===== src/logic/dbg_cmp_params.svh =====
// Purpose: offsets, reset values and field positions for the debug compare/trace block
// Assumes: APB byte addresses are four times the register index
// Notes: definitions only
`ifndef DBG_CMP_PARAMS_SVH
`define DBG_CMP_PARAMS_SVH

`define IDX_CMP_A_ADDR_LOW 4'h1
`define IDX_CMP_B_ADDR_HIGH 4'h2
`define IDX_CMP_B_ADDR_DATA_LOW 4'h3
`define IDX_CMP_C_ADDR_HIGH 4'h4
`define IDX_CMP_C_ADDR_LOW 4'h5
`define IDX_TRACE_WORD_HIGH 4'h6
`define IDX_TRACE_WORD_LOW 4'h7
`define IDX_CTRL 4'h8
`define IDX_STATUS 4'h9
`define IDX_LSB 2
`define IDX_MSB 5
`define RST_CMP_A_ADDR_LOW 8'h00
`define RST_CMP_B_ADDR_HIGH 8'h00
`define RST_CMP_B_ADDR_DATA_LOW 8'h00
`define RST_CMP_C_ADDR_HIGH 8'h00
`define RST_CMP_C_ADDR_LOW 8'h00
`define CTRL_FULL_BIT 0
`define CTRL_EVONLY_BIT 1
`define CTRL_ENABLE_BIT 7
`define CTRL_BEGIN_BIT 6
`define FIFO_DEPTH 8
`define FIFO_PTR_W 3
`define BYTE_ZERO 8'h00

`endif


===== src/logic/dbg_cmp_pkg.sv =====
// Purpose: shared types of the debug compare/trace block
// Assumes: nothing
// Notes: constants live in dbg_cmp_params.svh
package dbg_cmp_pkg;
  typedef logic [7:0] byte_t;
  typedef logic [15:0] word_t;
endpackage : dbg_cmp_pkg


===== src/logic/cmp_bus_if.sv =====
// Purpose: carries compare values and match results between top and matcher
// Assumes: one clock domain
// Notes: plain wires
`timescale 1ns/1ps
interface cmp_bus_if;
  logic [7:0] a_low;
  logic [7:0] b_high;
  logic [7:0] b_low;
  logic [7:0] c_high;
  logic [7:0] c_low;
  logic full_mode;
  logic a_hit;
  logic b_hit;
  logic c_hit;
  modport regs (output a_low, b_high, b_low, c_high, c_low, full_mode, input a_hit, b_hit, c_hit);
  modport match (input a_low, b_high, b_low, c_high, c_low, full_mode, output a_hit, b_hit, c_hit);
endinterface : cmp_bus_if


===== src/logic/cmp_matcher.sv =====
// Purpose: bitwise comparison of programmed values against cpu buses
// Assumes: cpu buses are on clk_sys
// Notes: hits are registered
`timescale 1ns/1ps
module cmp_matcher (
  input wire logic clk_sys, // system clock
  input wire logic rst, // async reset, active high
  input wire logic [15:0] cpu_addr, // cpu address bus
  input wire logic [7:0] cpu_data, // cpu data bus
  input wire logic [7:0] a_high, // comparator a high byte, held outside
  cmp_bus_if.match cb // compare values and hits
);
  typedef struct packed {
    logic a_hit;
    logic b_hit;
    logic c_hit;
  } match_st_t;
  match_st_t st_r;
  match_st_t st_nxt;
  logic [7:0] b_low_src;

  always_comb begin
    st_nxt = st_r;
    // stored bit must equal bus bit, 0 wants low and 1 wants high
    b_low_src = cb.full_mode ? cpu_data : cpu_addr[7:0];
    st_nxt.a_hit = ({a_high, cb.a_low} == cpu_addr);
    // full mode drops the b high byte from the decision
    st_nxt.b_hit = (cb.b_low == b_low_src)
      && (cb.full_mode || (cb.b_high == cpu_addr[15:8]));
    st_nxt.c_hit = (cb.c_high == cpu_addr[15:8]) && (cb.c_low == cpu_addr[7:0]);
  end

  always_ff @(posedge clk_sys or posedge rst) begin
    if (rst) begin
      st_r <= '0;
    end else begin
      st_r <= st_nxt;
    end
  end

  assign cb.a_hit = st_r.a_hit;
  assign cb.b_hit = st_r.b_hit;
  assign cb.c_hit = st_r.c_hit;
endmodule : cmp_matcher


===== src/logic/trace_store.sv =====
// Purpose: trace word storage with a read pointer that pops on demand
// Assumes: writer never pushes into a full store
// Notes: depth fixed
`timescale 1ns/1ps
`include "dbg_cmp_params.svh"
module trace_store (
  input wire logic clk_sys, // system clock
  input wire logic rst, // async reset, active high
  input wire logic clr, // synchronous clear
  input wire logic push, // store one word
  input wire logic [15:0] push_word, // word to store
  input wire logic pop, // advance read pointer
  output logic [15:0] head_word, // word at read location
  output logic head_valid, // a word is present
  output logic [`FIFO_PTR_W:0] count // words held
);
  typedef struct packed {
    logic [`FIFO_PTR_W-1:0] wp;
    logic [`FIFO_PTR_W-1:0] rp;
    logic [`FIFO_PTR_W:0] cnt;
  } ptr_st_t;
  ptr_st_t st_r;
  ptr_st_t st_nxt;
  logic [15:0] mem [`FIFO_DEPTH];
  logic do_push;
  logic do_pop;

  always_comb begin
    st_nxt = st_r;
    do_push = push && (st_r.cnt != `FIFO_PTR_W'(0) + (`FIFO_PTR_W+1)'(`FIFO_DEPTH));
    do_pop = pop && (st_r.cnt != '0);
    if (do_push) begin
      st_nxt.wp = st_r.wp + `FIFO_PTR_W'(1);
    end
    if (do_pop) begin
      st_nxt.rp = st_r.rp + `FIFO_PTR_W'(1);
    end
    st_nxt.cnt = st_r.cnt + (`FIFO_PTR_W+1)'(do_push) - (`FIFO_PTR_W+1)'(do_pop);
    if (clr) begin
      st_nxt = '0;
    end
  end

  always_ff @(posedge clk_sys or posedge rst) begin
    if (rst) begin
      st_r <= '0;
    end else begin
      st_r <= st_nxt;
    end
  end

  // storage has no reset; only the pointers matter
  always_ff @(posedge clk_sys) begin
    if (do_push && !clr) begin
      mem[st_r.wp] <= push_word;
    end
  end

  assign head_word = mem[st_r.rp];
  assign head_valid = (st_r.cnt != '0);
  assign count = st_r.cnt;
endmodule : trace_store


===== src/logic/debug_compare_trace_regs.sv =====
// Purpose: comparator low/high bytes and trace readout registers on APB
// Assumes: cpu buses and trace pushes are synchronous to clk_sys
// Notes: zero-wait APB slave; end-trace reset keeps comparator values
//
// Function
// - comparator a low byte matches address 7:0
// - comparator b high matches address 15:8
// - full mode ignores comparator b high
// - b low matches data in full mode
// - comparator c high matches address 15:8
// - comparator c low matches address 7:0
// - stored 0 wants low, 1 wants high
// - end-trace reset keeps comparator values
// - other resets clear b high, c low
// - trace high returns word bits 15:8
// - event-only modes read high as zero
// - trace low returns word low byte
// - reading trace low advances pointer
// - full: a address, b data
// - trace registers read-only, writes ignored
//
// Register access over APB is this design's own decision.
`timescale 1ns/1ps
`include "dbg_cmp_params.svh"
module debug_compare_trace_regs (
  input wire logic clk_sys, // system clock 125 MHz
  input wire logic rst, // async power-on reset, active high
  input wire logic sys_reset, // synchronous mcu reset request, active high
  input wire logic [7:0] cmp_a_high, // comparator a high byte from its own register
  input wire logic [15:0] cpu_addr, // cpu address bus
  input wire logic [7:0] cpu_data, // cpu data bus
  input wire logic trace_push, // store a trace word
  input wire logic [15:0] trace_data, // trace word to store
  input wire logic [31:0] paddr, // apb address
  input wire logic psel, // apb select
  input wire logic penable, // apb enable
  input wire logic pwrite, // apb direction
  input wire logic [31:0] pwdata, // apb write data
  input wire logic [3:0] pstrb, // apb byte strobes
  output logic [31:0] prdata, // apb read data
  output logic pready, // apb ready
  output logic pslverr, // apb error for unmapped address
  output logic match_a, // comparator a hit
  output logic match_b, // comparator b hit
  output logic match_c // comparator c hit
);
  // ****************************************************************
  // state
  // ****************************************************************
  typedef struct packed {
    dbg_cmp_pkg::byte_t a_low;
    dbg_cmp_pkg::byte_t b_high;
    dbg_cmp_pkg::byte_t b_low;
    dbg_cmp_pkg::byte_t c_high;
    dbg_cmp_pkg::byte_t c_low;
    dbg_cmp_pkg::byte_t ctrl;
    logic [31:0] rdata;
    logic slverr;
  } regs_st_t;
  regs_st_t st_r;
  regs_st_t st_nxt;

  cmp_bus_if cb ();
  logic acc;
  logic wr;
  logic rd;
  logic [3:0] idx;
  logic mapped;
  logic end_trace;
  logic pop;
  logic [15:0] head_word;
  logic head_valid;
  logic [`FIFO_PTR_W:0] fifo_count;
  logic event_only;

  // ****************************************************************
  // apb decode
  // ****************************************************************
  assign acc = psel && penable;
  assign wr = acc && pwrite;
  assign rd = acc && !pwrite;
  assign idx = paddr[`IDX_MSB:`IDX_LSB];
  assign mapped = (paddr[31:`IDX_MSB+1] == '0) && (paddr[1:0] == 2'h0)
    && (idx >= `IDX_CMP_A_ADDR_LOW) && (idx <= `IDX_STATUS);
  assign event_only = st_r.ctrl[`CTRL_EVONLY_BIT];
  // end-trace reset: enable set and begin-trace select clear
  assign end_trace = st_r.ctrl[`CTRL_ENABLE_BIT] && !st_r.ctrl[`CTRL_BEGIN_BIT];
  assign pop = rd && mapped && (idx == `IDX_TRACE_WORD_LOW);

  // ****************************************************************
  // register update
  // ****************************************************************
  always_comb begin
    st_nxt = st_r;
    if (wr && mapped && pstrb[0]) begin
      case (idx)
        `IDX_CMP_A_ADDR_LOW: st_nxt.a_low = pwdata[7:0];
        `IDX_CMP_B_ADDR_HIGH: st_nxt.b_high = pwdata[7:0];
        `IDX_CMP_B_ADDR_DATA_LOW: st_nxt.b_low = pwdata[7:0];
        `IDX_CMP_C_ADDR_HIGH: st_nxt.c_high = pwdata[7:0];
        `IDX_CMP_C_ADDR_LOW: st_nxt.c_low = pwdata[7:0];
        `IDX_CTRL: st_nxt.ctrl = pwdata[7:0];
        default: st_nxt.ctrl = st_r.ctrl;
      endcase
    end
    st_nxt.rdata = '0;
    if (rd && mapped) begin
      case (idx)
        `IDX_CMP_A_ADDR_LOW: st_nxt.rdata[7:0] = st_r.a_low;
        `IDX_CMP_B_ADDR_HIGH: st_nxt.rdata[7:0] = st_r.b_high;
        `IDX_CMP_B_ADDR_DATA_LOW: st_nxt.rdata[7:0] = st_r.b_low;
        `IDX_CMP_C_ADDR_HIGH: st_nxt.rdata[7:0] = st_r.c_high;
        `IDX_CMP_C_ADDR_LOW: st_nxt.rdata[7:0] = st_r.c_low;
        `IDX_TRACE_WORD_HIGH: begin
          // event-only words carry no high byte
          st_nxt.rdata[7:0] = event_only ? `BYTE_ZERO : head_word[15:8];
        end
        `IDX_TRACE_WORD_LOW: st_nxt.rdata[7:0] = head_word[7:0];
        `IDX_CTRL: st_nxt.rdata[7:0] = st_r.ctrl;
        `IDX_STATUS: st_nxt.rdata[15:0] = {head_valid, 11'h000, fifo_count};
        default: st_nxt.rdata = '0;
      endcase
    end
    st_nxt.slverr = acc && !mapped;
    // mcu reset: comparators survive only an end-trace reset
    if (sys_reset && !end_trace) begin
      st_nxt.a_low = `RST_CMP_A_ADDR_LOW;
      st_nxt.b_high = `RST_CMP_B_ADDR_HIGH;
      st_nxt.b_low = `RST_CMP_B_ADDR_DATA_LOW;
      st_nxt.c_high = `RST_CMP_C_ADDR_HIGH;
      st_nxt.c_low = `RST_CMP_C_ADDR_LOW;
      st_nxt.ctrl = '0;
    end
  end

  always_ff @(posedge clk_sys or posedge rst) begin
    if (rst) begin
      st_r <= '0;
    end else begin
      st_r <= st_nxt;
    end
  end

  // ****************************************************************
  // comparators and trace store
  // ****************************************************************
  assign cb.a_low = st_r.a_low;
  assign cb.b_high = st_r.b_high;
  assign cb.b_low = st_r.b_low;
  assign cb.c_high = st_r.c_high;
  assign cb.c_low = st_r.c_low;
  assign cb.full_mode = st_r.ctrl[`CTRL_FULL_BIT];

  cmp_matcher u_match (
    .clk_sys(clk_sys),
    .rst(rst),
    .cpu_addr(cpu_addr),
    .cpu_data(cpu_data),
    .a_high(cmp_a_high),
    .cb(cb)
  );

  trace_store u_store (
    .clk_sys(clk_sys),
    .rst(rst),
    .clr(sys_reset && !end_trace),
    .push(trace_push),
    .push_word(trace_data),
    .pop(pop),
    .head_word(head_word),
    .head_valid(head_valid),
    .count(fifo_count)
  );

  // ****************************************************************
  // outputs
  // ****************************************************************
  // zero wait states; data registered one cycle behind would break apb, so read live
  assign pready = 1'b1;
  assign prdata = st_nxt.rdata;
  assign pslverr = acc && !mapped;
  assign match_a = cb.a_hit;
  assign match_b = cb.b_hit;
  assign match_c = cb.c_hit;
endmodule : debug_compare_trace_regs


===== config.mk =====
export PLATFORM = sky130hd
export DESIGN_NAME = debug_compare_trace_regs
export DESIGN_NICKNAME = d
export VERILOG_FILES = /design/src/logic/dbg_cmp_pkg.sv /design/src/logic/cmp_bus_if.sv /design/src/logic/cmp_matcher.sv /design/src/logic/trace_store.sv /design/src/logic/debug_compare_trace_regs.sv
export VERILOG_INCLUDE_DIRS = /design/src /design/src/logic
export SDC_FILE = /design/constraint.sdc
export NUM_CORES = 1
export LEC_CHECK = 0
export BUFFER_PORTS_ARGS = -buffer_cell sky130_fd_sc_hd__buf_2
export CAP_MARGIN = 40
export CORE_ASPECT_RATIO = 1.25
export CORE_UTILIZATION = 30
export DETAILED_ROUTE_END_ITERATION = 10
export REMOVE_ABC_BUFFERS = 1
export SLEW_MARGIN = 20
export SYNTH_ARGS = -nofsm -noshare
export SYNTH_HDL_FRONTEND = slang
export SYNTH_SLANG_ARGS = --single-unit

===== constraint.sdc =====
create_clock -name clk_sys -period 4.3 [get_ports clk_sys]
set_input_delay 0.43 -clock clk_sys [delete_from_list [all_inputs] [get_ports clk_sys]]
set_output_delay 0.43 -clock clk_sys [all_outputs]
set_load 0.02 [all_outputs]

==> results.rst <==
.. list-table::
   :header-rows: 1

   * - Metric
     - Value
   * - Run status
     - completed
   * - Maximum ir drop on the vdd rail
     - 0.247 mV
   * - Clock transition time at the flip-flop clock pins of the worst setup and hold paths
     - 0.07 ns
   * - Placement-stage worst setup slack
     - 1.30 ns
   * - Sw power
     - 975 uW
   * - Overall die height
     - 197 microns
   * - Vias/cell
     - 4.91
   * - Highest fanout seen on the critical path
     - 14
   * - Power density over the cells
     - 366 nW/um^2
   * - Number of distinct library cells after synthesis
     - 58
   * - CTS Buf Count
     - 17
   * - Most frequent cell after synthesis
     - edfxtp_1
   * - Total number of H-tree levels
     - 4
   * - Skew-Pair Late Insertion Delay
     - 0.43 ns
   * - Final Skew
     - 0.00946 ns
   * - Critical Path End Type
     - primary output
   * - Cts repair resizes
     - 0
   * - Number of nets in the final layout
     - 921
   * - Wire length per cell after detailed routing
     - 19.0 microns
   * - Synthesized area
     - 9150 sq um
   * - Total routing usage reported by global routing
     - 15.2%
   * - Most congested layer reported by global routing
     - met2
   * - Max-Slew Margin vs Limit
     - 46.8%
   * - Share of the cycle needed by the critical path after routing
     - 72.8%
   * - Layout Area Growth over Synthesis
     - 15.5%
   * - Overall routed net length
     - 22,800 microns
   * - Max-capacitance violation count
     - 0
   * - First-pass GRT wire length
     - 34,500 microns
   * - Number of top-level design ports
     - 160
   * - Layout cells sized above 1
     - 25.4%
   * - Mean cell area of the mapped netlist
     - 13.2 sq um
   * - Largest area contributor in the netlist
     - edfxtp_1
   * - Setup-violating endpoint count in the final report
     - 0
   * - Number of global-route vias before repair
     - 5,919
   * - Quantity of hold-fixing buffers added after cts
     - 0
   * - Post-synth ARST share
     - 32.3%
   * - Number of storage elements in the synthesis netlist
     - 189
   * - Number of hold violations in the final report
     - 0
   * - Remaining antenna violation count
     - 0
   * - Bufs on Longest Clock Path
     - 2
   * - Post-route DRC
     - 0
   * - Met2 Usage GRT
     - 26.7%
   * - Warnings, synthesis
     - 0
   * - Arrival time reported for the critical path endpoint
     - 2.70 ns
   * - Clock root buffer master
     - clkbuf_16
   * - Number of antenna violations at the first check in global routing
     - 1
   * - Horiz. Die Dim
     - 158 microns
   * - Pin count of the biggest net entering global routing
     - 58
   * - GR Layer Usage met3
     - 3.03%
   * - Final weighted congestion in routability-driven placement
     - 0.784
   * - Gate Count Post-Synth
     - 691
   * - Number of setup buffers added after CTS
     - 0
   * - GRT overflow
     - 0
   * - Count of antenna diodes in the layout
     - 0
   * - Met1 capacity usage during global routing
     - 18.9%
   * - Critical path start-end classification
     - reg -> out
   * - Area after DPL
     - 9980 sq um
   * - Clock network fraction of total power
     - 38.7%
   * - Detailed placer's ending HPWL
     - 15,500 microns
   * - Final instance area
     - 10,600 sq um
   * - Top cells by area, synth
     - edfxtp_1, dfrtp_1, mux2i_1, mux4_2, xnor2_1
   * - Achievable clock frequency
     - 0.319 GHz
   * - Synth top cells by count
     - edfxtp_1, dfrtp_1, nand3_1
   * - Worst min path class
     - in -> async
   * - Sequential share of the synthesized area
     - 58.7%
   * - Setup repair after global routing missed its margin
     - no
   * - Slew at the pin closest to its max-slew limit
     - 0.797 ns
   * - Flip-flop cell with the highest count after synthesis
     - edfxtp_1
   * - Fin. max-slew vios
     - 0
   * - TritonCTS clock tree
     - built
   * - Maximum single-stage delay on the critical path
     - 0.57 ns
   * - Total negative slack
     - 0 ns
   * - Number of violations reported at the end of detailed-routing iteration 0
     - 390
   * - Count of flip-flops with a built-in enable after synthesis
     - 128
   * - Internal power summed over all cells
     - 2.89 mW
   * - Kind of start point of the critical path
     - flop
   * - Leakage dissipation
     - 3.82 nW
   * - Fraction of synthesized cell area taken by the top area cell type
     - 42.0%
   * - Cell with the biggest individual delay on the critical path
     - dfrtp_1
   * - Std cell rows
     - 71
   * - Power share of the sequential group
     - 52.2%
   * - Time the final worst path needs with I/O delays and setup
     - 3.13 ns
   * - Area of the die
     - 31,200 sq um
   * - Endpoint required time on the critical path
     - 3.87 ns
   * - Starting Density
     - 30.5%
   * - Fill count
     - 2,973
   * - Core region area
     - 30,000 sq um
   * - Switch share
     - 25.2%
   * - Total vias in the final route
     - 5,908
   * - Fraction of the core area covered by cells at the end of the flow
     - 35.2%
   * - Min setup slack post-route
     - 1.17 ns
   * - CP cell instances
     - buf_4, mux4_2, mux2_2, nand2_1, a41oi_2, buf_2
   * - Clock sink count
     - 189
   * - Combinational cell fraction of total power
     - 9.1%
   * - DRT Pass-1 Iters
     - 6
   * - Quantity of I/O buffers inserted on ports
     - 108
[worst max-delay path, delay by kind of cell, from the launching register on]
family          cells  cell delay (ns)
compound gates      1             0.18
buf+inv             2             0.58
flops               1             0.57
mux                 2             0.84
simple gates        1             0.10
[cell families after synthesis]
logic type	after synthesis	share of synthesized area (%)
fa+ha+maj	9	1.31
buf+inv	82	5.28
xor+xnor	53	5.07
other cells	2	0.0821
flops	189	58.7
compound gates	107	7.77
simple gates	174	11.2
mux	75	10.6
[final timing paths]
kind	to	from	slack, ns	cells after the start
worst max-delay path	prdata[6]	u_store.st_r[4]$_DFFE_PP0P_	1.17	6
worst min-delay path	u_store.count[2]$_DFF_PP0_	rst	0.13	2
worst max register to register	u_store.count[1]$_DFF_PP0_	u_store.count[3]$_DFF_PP0_	1.89	9
worst min register to register	st_r[35]$_DFFE_PP0P_	st_r[35]$_DFFE_PP0P_	0.52	2
max in group asynchronous	cb.b_low[4]$_DFFE_PP0P_	rst	3.29	3
min in group clk_sys	u_store.mem[4][13]$_DFFE_PP_	trace_data[13]	0.26	1
[area by class of cell]
type	instances	area [sq um]	area share, %
Multi-Input combinational cell	442	3400	32.2
Timing Repair Buffer	126	686	6.49
Sequential cell	189	5370	50.9
Tap cell	401	502	4.75
Clock inverter	14	126	1.20
Clock buffer	18	429	4.06
Inverter	13	48.8	0.462
[registers in the layout (all words and copies together) (netlist names)]
signal            flops
u_store.count         4
cb.c_high             8
u_match.cb.c_hit      1
cb.a_low              8
st_r                  6
cb.full_mode          1
u_store.st_r          6
event_only            1
cb.b_low              8
u_match.cb.a_hit      1
u_match.cb.b_hit      1
cb.c_low              8
u_store.mem         128
cb.b_high             8
[through the flow]
stage               power (mW)  instances  hold WS, ns
CTS                       3.90       1201        0.141
global route              4.01       1203        0.172
detailed placement        2.42       1169        0.502
floorplan                 2.26        644        0.468
finish                    3.87       1203        0.129
global placement          2.41       1169        0.484
[cell usage in the layout, fill, tap and decap left out, types with 3 or more instances in the layout]
master      synthesis  layout
buf_2              16     108
inv_1              13      12
nor4_1             13      13
nand3b_1            4       4
nor3_2              1       3
inv_6               0       4
mux2_2             12      12
nand3_1            59      59
nand2_1            22      22
xnor2_1            36      36
mux4_2             16      16
buf_4              35      16
a31oi_1             8       8
and2_1              4       4
nand3_2             3       3
a32oi_1             3       3
a222oi_1            5       5
o21ai_0            44      44
nand4_4             4       4
mux2i_1            47      47
and3_1              3       3
o22ai_1             3       3
nor2b_1             7       7
clkinvlp_4          0       3
ha_1                8       8
a21oi_1             5       5
xor2_1             17      17
o21ai_1             7       6
nand2b_1            5       5
inv_8               0       3
o21a_1              3       3
clkbuf_16           0      17
a22oi_1            18      18
nor3_1              5       3
nand4_1            11      11
dfrtp_1            61      60
nor2_1             21      21
edfxtp_1          128     128
conb_1              2      24
[metal layers]
| metal | wire [microns] | up-vias |
|---|---|---|
| li1 | - | 2763 |
| met1 | 9620 | 2950 |
| met2 | 11700 | 179 |
| met3 | 1230 | 14 |
| met4 | 218 | 2 |
| met5 | 12 | - |
[power groups by stage]
stage	clock [mW]	sequential (mW)	combinational [mW]
after floorplan	0	2.05	0.210
after global placement	0	2.06	0.349
after detailed placement	0	2.06	0.355
after CTS	1.53	2.02	0.357
after global routing	1.59	2.03	0.392
final	1.50	2.02	0.352
Note: power is estimated with default switching activity, not from simulation.
